==> src/hdl/mlap_cfg.svh <==
// Purpose: constants of the low accumulator port
// Assumes: 8-bit register space, byte addresses
// Notes:   offsets of neighbouring registers kept for the shared decode
`ifndef MLAP_CFG_SVH
`define MLAP_CFG_SVH
`define MLAP_ADDR_MULTIPLY_ONLY_X_OPERAND    8'he8
`define MLAP_ADDR_MULTIPLY_ONLY_Y_OPERAND    8'he9
`define MLAP_ADDR_MUL_DH   8'hea
`define MLAP_ADDR_MUL_DL   8'heb
`define MLAP_ADDR_ACC1_X   8'hec
`define MLAP_ADDR_ACC0_Y   8'hed
`define MLAP_ADDR_ACC3     8'hee
`define MLAP_ADDR_ACC2     8'hef
`define MLAP_ADDR_CLR_A    8'he6
`define MLAP_ADDR_CLR_B    8'he7
`define MLAP_OPND_RST      8'h00
`define MLAP_ACC_RST       32'h0000_0000
`define MLAP_PROD_RST      16'h0000
`define MLAP_RDATA_IDLE    8'h00
`define MLAP_BYTE0_LSB     5'h00
`define MLAP_BYTE1_LSB     5'h08
`define MLAP_BYTE2_LSB     5'h10
`define MLAP_BYTE3_LSB     5'h18
`endif

==> src/hdl/mlap_pkg.sv <==
// Purpose: shared types of the low accumulator port
// Assumes: nothing beyond the constants header
// Notes:   operands and sums are two's complement
package mlap_pkg;
  typedef logic signed [7:0]  mlap_opnd_t;
  typedef logic signed [15:0] mlap_prod_t;
  typedef logic signed [31:0] mlap_acc_t;
endpackage : mlap_pkg

==> src/hdl/mlap_mult.sv <==
// Purpose: signed 8x8 multiplier feeding product and accumulator
// Assumes: operands settle within the cycle
// Notes:   purely combinational
`timescale 1ns/10ps
module mlap_mult
  import mlap_pkg::*;
(
  // Operands
  input  wire mlap_opnd_t x,
  input  wire mlap_opnd_t y,
  // Result
  output wire mlap_prod_t prod
);
  // Widen first so the full signed product is kept
  assign prod = mlap_prod_t'(x) * mlap_prod_t'(y);
endmodule : mlap_mult

==> src/hdl/mlap_top.sv <==
// Purpose: multiply-accumulate unit, low accumulator bytes as ports
// Assumes: one-cycle register writes and reads on the processor clock
// Notes:   upper bytes and product are exported for the rest of the unit
// How it works
// - Read first location gives accumulator bits 15..8
// - Write first location loads X operand
// - Read second location gives accumulator bits 7..0
// - Write second location loads Y operand
// - Accumulate-location write adds X times Y
// - X and Y registers shared with multiply
// - Either clear location zeroes whole accumulator
// - Signed 8-bit operands, signed 32-bit sum
`timescale 1ns/10ps
`include "mlap_cfg.svh"
module mlap_top
  import mlap_pkg::*;
(
  // Clock and reset
  input  wire logic       mclk,
  input  wire logic       nrst,
  // Register port
  input  wire logic [7:0] reg_addr,
  input  wire logic       reg_wr,
  input  wire logic       reg_rd,
  input  wire logic [7:0] reg_wdata,
  output logic      [7:0] reg_rdata,
  output logic            reg_hit,
  // Rest of the unit
  output mlap_prod_t      mul_product,
  output logic      [7:0] accum_third_byte,
  output logic      [7:0] accum_top_byte
);
  mlap_opnd_t x_q;
  mlap_opnd_t x_d;
  mlap_opnd_t y_q;
  mlap_opnd_t y_d;
  mlap_acc_t  acc_q;
  mlap_acc_t  acc_d;
  mlap_prod_t prod;
  mlap_prod_t product_q;
  logic [7:0] rdata_d;

  // One result byte of the accumulator, picked by its lowest bit position
  function automatic logic [7:0] acc_byte(mlap_acc_t acc, logic [4:0] lsb);
    return 8'(acc >> lsb);
  endfunction : acc_byte

  // Address decode, shared by the strobes, the read mux and the hit flag
  wire sel_multiply_only_x_operand = (reg_addr == `MLAP_ADDR_MULTIPLY_ONLY_X_OPERAND);
  wire sel_multiply_only_y_operand = (reg_addr == `MLAP_ADDR_MULTIPLY_ONLY_Y_OPERAND);
  wire sel_acc1  = (reg_addr == `MLAP_ADDR_ACC1_X);
  wire sel_acc0  = (reg_addr == `MLAP_ADDR_ACC0_Y);
  wire sel_clr   = (reg_addr == `MLAP_ADDR_CLR_A) || (reg_addr == `MLAP_ADDR_CLR_B);

  // Write strobes
  wire wr_multiply_only_x_operand  = reg_wr && sel_multiply_only_x_operand;
  wire wr_multiply_only_y_operand  = reg_wr && sel_multiply_only_y_operand;
  wire wr_accumulate_x_operand  = reg_wr && sel_acc1;
  wire wr_accumulate_y_operand  = reg_wr && sel_acc0;
  wire wr_clr    = reg_wr && sel_clr;
  wire wr_mac    = wr_accumulate_x_operand || wr_accumulate_y_operand;

  // Shared operand registers: either location of a pair loads the same flop
  assign x_d = (wr_multiply_only_x_operand || wr_accumulate_x_operand) ? mlap_opnd_t'(reg_wdata) : x_q;
  assign y_d = (wr_multiply_only_y_operand || wr_accumulate_y_operand) ? mlap_opnd_t'(reg_wdata) : y_q;

  // Product of the freshly written operands, so the step uses the new value
  mlap_mult u_mult (
    .x    (x_d),
    .y    (y_d),
    .prod (prod)
  );

  // Clear outranks accumulate; addresses differ so both cannot coincide.
  // Plain 32-bit add: overflow wraps, nothing saturates and no flag is kept.
  assign acc_d = wr_clr ? mlap_acc_t'(`MLAP_ACC_RST) :
                 wr_mac ? acc_q + mlap_acc_t'(prod) :
                 acc_q;

  // Read mux; any other address reads as zero on this port
  assign rdata_d = sel_acc1 ? acc_byte(acc_q, `MLAP_BYTE1_LSB) :
                   sel_acc0 ? acc_byte(acc_q, `MLAP_BYTE0_LSB) :
                   `MLAP_RDATA_IDLE;

  // Operand flops
  always_ff @(posedge mclk or negedge nrst) begin
    if (!nrst) begin
      x_q <= mlap_opnd_t'(`MLAP_OPND_RST);
      y_q <= mlap_opnd_t'(`MLAP_OPND_RST);
    end else begin
      x_q <= x_d;
      y_q <= y_d;
    end
  end

  // Accumulator
  always_ff @(posedge mclk or negedge nrst) begin
    if (!nrst) begin
      acc_q <= mlap_acc_t'(`MLAP_ACC_RST);
    end else begin
      acc_q <= acc_d;
    end
  end

  // Read data holds its last value between reads
  always_ff @(posedge mclk or negedge nrst) begin
    if (!nrst) begin
      reg_rdata <= `MLAP_RDATA_IDLE;
    end else if (reg_rd) begin
      reg_rdata <= rdata_d;
    end
  end

  // Plain product kept in a flop, loaded on the same edge as the operands,
  // so it always equals x_q times y_q and needs no second multiplier
  always_ff @(posedge mclk or negedge nrst) begin
    if (!nrst) begin
      product_q <= mlap_prod_t'(`MLAP_PROD_RST);
    end else begin
      product_q <= prod;
    end
  end

  // Exports to the rest of the unit
  assign mul_product      = product_q;
  assign reg_hit          = sel_acc1 || sel_acc0;
  assign accum_third_byte = acc_byte(acc_q, `MLAP_BYTE2_LSB);
  assign accum_top_byte   = acc_byte(acc_q, `MLAP_BYTE3_LSB);
endmodule : mlap_top

==> config.mk <==
export PLATFORM = sky130hd
export DESIGN_NAME = mlap_top
export DESIGN_NICKNAME = d
export VERILOG_FILES = /design/src/hdl/mlap_pkg.sv /design/src/hdl/mlap_mult.sv /design/src/hdl/mlap_top.sv
export VERILOG_INCLUDE_DIRS = /design/src /design/src/hdl
export SDC_FILE = /design/constraint.sdc
export NUM_CORES = 1
export LEC_CHECK = 0
export ABC_CLOCK_PERIOD_IN_PS = 16250
export BUFFER_PORTS_ARGS = -buffer_cell sky130_fd_sc_hd__buf_2
export CAP_MARGIN = 20
export CORE_MARGIN = 2
export CORE_UTILIZATION = 52
export CTS_BUF_LIST = sky130_fd_sc_hd__clkbuf_8
export DETAILED_ROUTE_END_ITERATION = 12
export GPL_ROUTABILITY_DRIVEN = 0
export GPL_TIMING_DRIVEN = 1
export MAX_ROUTING_LAYER = met4
export PLACE_DENSITY = 0.81
export SYNTH_ARGS = -nofsm -noshare
export SYNTH_HDL_FRONTEND = slang
export SYNTH_HIERARCHICAL = 1
export SYNTH_SLANG_ARGS = --single-unit
==> constraint.sdc <==
create_clock -name mclk -period 16.25 [get_ports mclk]
set_input_delay 0.8125 -clock mclk [delete_from_list [all_inputs] [get_ports mclk]]
set_output_delay 0.8125 -clock mclk [all_outputs]
set_load 0.02 [all_outputs]
Word level (Yosys, flattened, before mapping)
Cells that the tools add are included.

cells by class
  eq/ne operators = 6
  reductions and logical operators = 11
  muxes and demuxes = 6
  add/sub/neg operators = 1
  $mul = 1
  magnitude comparators = 0
  shift operators = 0
  div/mod/pow operators = 0
  bitwise gates (word level) = 0

operator list
  kind                                        number
  2-to-1 mux 32 bit                           2
  equality test 8 bit, second input constant  6
  adder 32 x 16 -> 32 bit                     1
  2-to-1 mux 8 bit                            4
  multiplier 8 x 8 -> 16 bit                  1
  logical AND 1 bit                           5
  logical OR 1 bit                            5
  nonzero test 2 bit                          1

word-level totals
  input bits = 20
  memory bits (read-only) = 0
  bits in registers = 72
  memories kept = 0
  output and inout port bits = 41
  latch bits = 0
  memory bits (writable) = 0
  word-level logic and storage cells = 30

Logic depth before layout (Yosys ltp)
Gate-level depths: netlist of the first run.

  word-level depth = 8
  gate-level depth with buffers = 30
  depth with buffers taken out = 30

Hierarchy
The synthesis of the first run kept the hierarchy.

by module, submodules not included
  module     area an instance (sq um)  cells each  instances
  mlap_top   4536.9                    465         1
  mlap_mult  2532.4                    289         1

Worst setup path after synthesis of the first run
No wires, ideal clock.

  kind = input port to flip-flop
  start = input reg_addr[4]
  end = register acc_q[25]
  stages = 27
  arrival = 8.071 ns
  library setup time = 0.126 ns
  required time = 16.124 ns
  path slack = 8.053 ns
  path through = and4b_2 -> nand3_1 -> nor2_1 -> mux2_2 -> nand2b_1 -> fa_1 -> fa_1 -> inv_1 -> fa_1 -> inv_1 -> fa_1 -> inv_1 -> ha_1 -> a21o_1 -> a21oi_2 -> a211o_1 -> a21oi_1 -> xnor2_1 -> ha_1 -> buf_2 -> nand2_1 -> o21ai_2 -> o41ai_2 -> a32oi_4 -> a31oi_4 -> o21ai_0 -> a221o_1

on the way
  cells in the longest elaborated chain, start to end = 8
  elaborated cells between the ends (all ways) = 22

RTL lines
  item                                         RTL line                        source
  start: declaration                           mlap_top.sv:22                  input wire logic [7:0] reg_addr,
  equality test 8 bit (no line)                --
  logical AND 1 bit, on equally long branches  mlap_top.sv:56, mlap_top.sv:58
  logical OR 1 bit (*)                         mlap_top.sv:64                  assign x_d = (wr_multiply_only_x_operand || wr_accumulate_x_operand) ? mlap_opnd_t'(reg_wdata) : x_q;
  2-to-1 mux 8 bit (*)                         mlap_top.sv:64
  named net x_d[0]                             mlap_top.sv:34                  mlap_opnd_t x_d;
  multiplier 8 x 8 -> 16 bit (*)               mlap_mult.sv:15                 assign prod = mlap_prod_t'(x) * mlap_prod_t'(y);
  named net prod[15]                           mlap_top.sv:39                  mlap_prod_t prod;
  adder 32 x 16 -> 32 bit (*)                  mlap_top.sv:77                  wr_mac ? acc_q + mlap_acc_t'(prod) :
  2-to-1 mux 32 bit (*)                        mlap_top.sv:77
  2-to-1 mux 32 bit (*)                        mlap_top.sv:76                  assign acc_d = wr_clr ? mlap_acc_t'(`MLAP_ACC_RST) :
  end signal: assignment                       mlap_top.sv:99                  acc_q <= mlap_acc_t'(`MLAP_ACC_RST);
  end: declaration                             mlap_top.sv:37                  mlap_acc_t acc_q;

The timed path passes the listed nets; every way through them passes the cells marked *. The select of a mux whose other input is x is not followed.
A chain may end at the register's enable or synchronous reset.

Worst setup path after layout of the first run
  start = input reg_addr[4]
  end = register acc_q[27]

The elaborated chain is that of the path after synthesis.

==> results.yml, run 1 <==
run_status:
  status: "finished clean"
global_route:
  grt_use_total_pct: 22.5
  grt_pass1_wl_mm: 25.4
  antenna_found_initial: 0
  grt_pass1_vias: 5231
  grt-ovfl-total: 0
  grt_max_degree: 73
placement:
  placed_cell_area_um2: 7390
  port_buffers: 60
  place_ws_ns: 7.80
  post-dp-hpwl_mm: 11.3
  dpl.cell_count: 960
cts:
  insertion_delay_ns: 0.36
  cts-resized-gates: 0
  clock_sinks: 72
  cts_setup_buffers: 0
  numCtsBuffers: 9
  holdBufCountCts: 0
  path_clk_slew_ns: 0.08
  clock_path_buffers: 2
  htreeDepth: 3
  cts-root-buf: "clkbuf_8"
  cts_tree: "built"
sta:
  tns_ns: 0
  setup_violations: 0
  fin_ws_ns: 8.06
  slew_violations: 0
  skew_ns: 0.00959
  min_period_over_period_pct: 50.4
  rsz0062_at_grt: "false"
  worst_pin_slew_ns: 0.912
  clock.fmax_mhz: 122
  holdWs_ns: 0.514
  period_minus_slack_ns: 8.19
  hold_viol_final: 0
  slew_headroom_pct: 39.2
critical_path:
  worstPathMaxFanout: 20
  critical-path-max-stage-delay_ns: 0.65
  crit_type: "in -> reg"
  worst_ep_arrival_time_ns: 8.43
  endpoint_kind: "flip-flop"
  critPathLaunchType: "input pin"
  cp_data_required_time_ns: 16.49
  slowest_stage: "nor2_1"
drt:
  drcViolationCount: 0
  drt_first_iter_violations: 452
  dr.pass1.iters: 5
  routed_wl_mm: 14.8
  vias_per_cell: 5.53
  wl_per_cell_um: 15.2
  ant_nets: 0
  vias: 5398
finish:
  layout_common_cells: "106 x inv_1, 72 x nand2_1, 72 x dfrtp_1, 60 x ha_1, 59 x buf_2"
  final_common_cell: "inv_1"
  final_cell_area_um2: 7610
  n_antenna_cell: 0
  fin_cells: 977
  postLayoutCoreUtil_pct: 57.5
  final_nets: 932
  drive_gt1_share_pct: 16.0
  area_growth_pct: 7.68
logic_synthesis:
  yosysUniqueCellTypes: 73
  synth_mux_area_share_pct: 4.27
  yosys.area_share.simple_pct: 15.6
  postSynthCellCount: 754
  ys.flop_type: "dfrtp_1"
  synth_compound_area_share_pct: 14.4
  ys_ff_latch: 72
  synth_top_family_by_area: "adder cells"
  synth-edff-count: 0
  synthArstFlopShare_pct: 100
  avgSynthCellArea_um2: 9.38
  syn_area_um2: 7070
  synth_fa_ha_area_share_pct: 26.5
  ys_warn_count: 6
  synth_nets: 890
  synthXorXnorAreaFrac_pct: 4.96
  ys_seq_area_share_pct: 25.5
floorplanning:
  io-pin-count: 61
  fp.dieH_um: 121
  start_util_pct: 53.4
  core_um2: 13200
  dieArea_um2: 14500
  die_x_um: 121
  fp-row-count: 42
job:
  maxCapViolCount: 0
power:
  p_leak_nw: 3.87
  peakVddDrop_mv: 0.0405
  powerDensity_nw_per_um2: 64.9
  power.total_mw: 0.494
worst_hold_path:
  hold_path.class: "reg -> reg"
cell type report:
cell class / count / area (um^2)
Timing Repair Buffer: 63 / 345
Fill cell: 1131 / 5630
Tap cell: 176 / 220
Sequential cell: 72 / 1800
Inverter: 104 / 390
Clock inverter: 5 / 47.5
Multi-Input combinational cell: 546 / 4660
Clock buffer: 11 / 151
metal layers:
metal	wire length [um]	up-vias	GRT usage (%)	share of wire (%)
met3	702	16	3.16	4.7
met1	7010	2625	31.2	47
met4	257	0	7.63	1.7
li1	-	2592	-	-
met5	0	-	-	0
met2	6870	165	34.1	46
state kept, by name, indices dropped and copies added, names as in the netlist:
name         flops
acc_q           32
mul_product     16
reg_rdata        8
x_q              8
y_q              8
critical path, delay by kind of cell:
family / cells / cell delay, ns
XOR/XNOR: 1 / 0.10
adder cells (fa/ha/maj): 6 / 2.92
buffers and inverters: 6 / 0.57
AND/OR/NAND/NOR: 7 / 1.88
AO/OA/AOI/OAI: 7 / 1.65
multiplexers: 1 / 0.49
final timing paths:
check,endpoint,cells after the start,slack (ns),from
max,acc_q[27],28,8.06,reg_addr[4]
min,acc_q[20],2,0.51,acc_q[20]
max reg2reg,acc_q[27],25,9.45,y_q[4]
min reg2reg,acc_q[20],2,0.51,acc_q[20]
max in group asynchronous,y_q[2],1,15.06,nrst
min in group asynchronous,acc_q[19],1,0.57,nrst
power by group:
part / switching, mW / total (mW) / internal (mW) / leakage, nW
registers: 0.00564 / 0.196 / 0.190 / 0.993
logic: 0.0978 / 0.153 / 0.0556 / 2.77
clock network: 0.0670 / 0.145 / 0.0777 / 0.112
total: 0.170 / 0.494 / 0.324 / 3.87
kinds of logic (layout without fill, tap and decap cells):
family	count (synthesis)	in the layout
AND/OR/NAND/NOR	215	215
AO/OA/AOI/OAI	148	148
buffers and inverters	136	183
adder cells (fa/ha/maj)	116	116
flip-flops	72	72
XOR/XNOR	40	40
multiplexers	27	27
cell usage after synthesis (5+ instances only):
library cell / instances / share of area (%)
inv_1: 104 / 5.5
dfrtp_1: 72 / 25
nand2_1: 72 / 3.8
ha_1: 60 / 11
fa_1: 56 / 16
and2_1: 45 / 4.0
o21ai_0: 41 / 2.9
a21oi_1: 35 / 2.5
nor2_1: 27 / 1.4
mux2_2: 25 / 4.0
xnor2_1: 24 / 3.0
nand3_1: 18 / 1.3
buf_4: 17 / 1.8
xor2_1: 16 / 2.0
nor2b_1: 15 / 1.3
a21o_1: 11 / 1.2
nor3_1: 8 / 0.57
o211ai_1: 8 / 0.85
clkbuf_1: 7 / 0.37
nand4_1: 7 / 0.62
o21ai_1: 6 / 0.42
nand2b_1: 5 / 0.44
o21a_1: 5 / 0.53
o22ai_1: 5 / 0.44
No activity file was read; power rests on OpenSTA's default activity.
==> run 2, diff against run 1 <==
ABC_CLOCK_PERIOD_IN_PS = 6810   (was 16250)
PLACE_DENSITY = 0.84   (was 0.81)
clock period = 6.81 ns   (was 16.25 ns; I/O delays follow)
==> results.yml, run 2 (synthesis results as in run 1) <==
floorplanning:
  fp-row-count: 42
  start_util_pct: 53.4
  io-pin-count: 61
  die_x_um: 121
  fp.dieH_um: 121
  core_um2: 13200
  dieArea_um2: 14500
worst_hold_path:
  hold_path.class: "in -> async"
finish:
  n_antenna_cell: 0
  final_common_cell: "buf_4"
  area_growth_pct: 33.6
  final_cell_area_um2: 9450
  largest_register_ffs: 32
  drive_gt1_share_pct: 38.2
  regMostFlops: "acc_q"
  layout_common_cells: "142 x buf_4, 97 x inv_1, 72 x dfrtp_1, 67 x nand2_1, 58 x buf_2"
  num-fill-cells: 787
  final_nets: 1085
cts:
  clock_sinks: 72
  clock_path_buffers: 2
  htreeDepth: 3
  path_clk_slew_ns: 0.08
  cts_tree: "built"
  holdBufCountCts: 0
  cts-root-buf: "clkbuf_8"
  insertion_delay_ns: 0.38
  numCtsBuffers: 9
critical_path:
  worst_ep_arrival_time_ns: 7.38
  critical-path-max-stage-delay_ns: 0.56
  rr_worst_depth: 26
  path_delay_family: "adder cells"
  path_depth: 32
  crit_buf_inv: 10
  critPathLaunchType: "input pin"
  rr_endpoint: "acc_q[31]"
  crit_type: "in -> reg"
  endpoint_kind: "flip-flop"
  cp_data_required_time_ns: 7.03
  slowest_stage: "fa_1"
  worstPathMaxFanout: 8
  reg2reg_slack_ns: 0.04
  r2r-start: "x_q[5]"
sta:
  min_period_over_period_pct: 105
  clock.fmax_mhz: 140
  slew_violations: 0
  period_minus_slack_ns: 7.16
  fin_ws_ns: -0.355
  setup_violations: 11
  hold_viol_final: 0
  worst_pin_slew_ns: 0.970
  holdWs_ns: 0.0937
  rsz0062_at_grt: "true"
  skew_ns: 0.0166
  slew_headroom_pct: 35.4
power:
  seqPwrFrac_pct: 31.2
  clkPwrFrac_pct: 25.8
  powerDensity_nw_per_um2: 160
  switching_share_pct: 36.5
  p_leak_nw: 4.72
  internal_power_mw: 0.959
  peakVddDrop_mv: 0.0986
  p_sw_mw: 0.552
  share_comb_of_total_power_pct: 43.0
global_route:
  met1_usage_pct: 38.5
  grt_max_degree: 73
  grt_pass1_wl_mm: 34.1
  grt_use_total_pct: 30.9
  antenna_found_initial: 0
  grtUsageMet3_pct: 5.66
  grtUsageMet2_pct: 49.4
  grt-busiest-layer: "met2"
  grt_pass1_vias: 6779
  grt-ovfl-total: 0
job:
  maxCapViolCount: 0
drt:
  dr.pass1.iters: 7
  drt_first_iter_violations: 1069
  drcViolationCount: 0
  vias_per_cell: 6.27
  wl_per_cell_um: 22.0
  vias: 7088
  routed_wl_mm: 24.9
  ant_nets: 0
placement:
  placed_cell_area_um2: 8460
  port_buffers: 60
  post-dp-hpwl_mm: 13.5
run_status:
  status: "finished with violations"
  failed_checks: "setup timing"
run 2: cell count changes in the layout (fill, tap and decap cells not counted), moves of 9 or more:
cell	change
ha_4	+19
a21oi_1	-13
mux2_2	-13
ha_1	-21
buf_4	+139
mux2_4	+13
a21oi_2	+9
inv_1	-9
buf_6	+13
run 2: worst max path at each step:
stage / from / to
after floorplan: reg_addr[4] / acc_q[25]
after global placement: reg_addr[4] / acc_q[29]
after detailed placement: reg_addr[6] / acc_q[29]
after CTS: reg_addr[4] / acc_q[27]
after global routing: reg_addr[4] / acc_q[31]
final: reg_addr[4] / acc_q[31]
run 2: through the flow:
step	power [mW]	std cells	setup WS (ns)	utilization [%]	setup TNS (ns)
finish	1.51	1130	-0.355	71.3	-1.36
global route	1.56	1130	-0.529	71.3	-3.55
CTS	1.39	1118	-0.00798	68.1	-0.00798
detailed placement	0.971	1086	-0.580	63.9	-5.67
global placement	0.955	1086	-0.333	63.9	-3.36
floorplan	0.766	754	-0.0852	-	-0.233
run 2: repair_timing:
| action | in CTS | in global routing |
|---|---|---|
| pin swaps | 40 | 57 |
| buffers inserted | 16 | 12 |
| endpoints found under the setup margin | 8 | 18 |
| gates resized for setup | 45 | 63 |
run 2: cell type report:
class	count	area [um^2]	area share, %
Multi-Input combinational cell	546	5260	55.7
Sequential cell	72	1800	19.1
Timing Repair Buffer	216	1560	16.5
Inverter	104	390	4.13
Tap cell	176	220	2.33
Clock buffer	13	179	1.89
Clock inverter	3	38.8	0.411
run 2: per-layer routing:
layer,up-vias,share of wire (%)
li1,2886,-
met4,0,7.4
met5,-,0
met3,203,9.6
met1,3407,37
met2,592,46
run 2: power groups by stage:
stage,sequential (mW),combinational (mW),clock (mW)
after floorplan,0.491,0.275,0
after global placement,0.475,0.480,0
after detailed placement,0.474,0.497,0
after CTS,0.467,0.537,0.381
after global routing,0.472,0.680,0.408
final,0.471,0.650,0.390
run 2: worst register-to-register path, cell delays in order, from the launching register on:
cell and delay [ns]:
dfrtp_1 0.41, mux2_4 0.31, buf_6 0.14, and2_1 0.17, fa_1 0.60, fa_1 0.46
fa_1 0.56, inv_1 0.07, fa_1 0.55, inv_1 0.07, ha_4 0.30, buf_4 0.13
nand2_1 0.05, a211o_1 0.32, a21oi_4 0.19, xnor2_4 0.09, buf_12 0.18, buf_4 0.16
buf_4 0.18, ha_1 0.24, nor3_2 0.20, o211ai_1 0.16, o211ai_1 0.12, nand2_1 0.12
a211oi_4 0.28, mux2i_1 0.35, o211ai_1 0.19
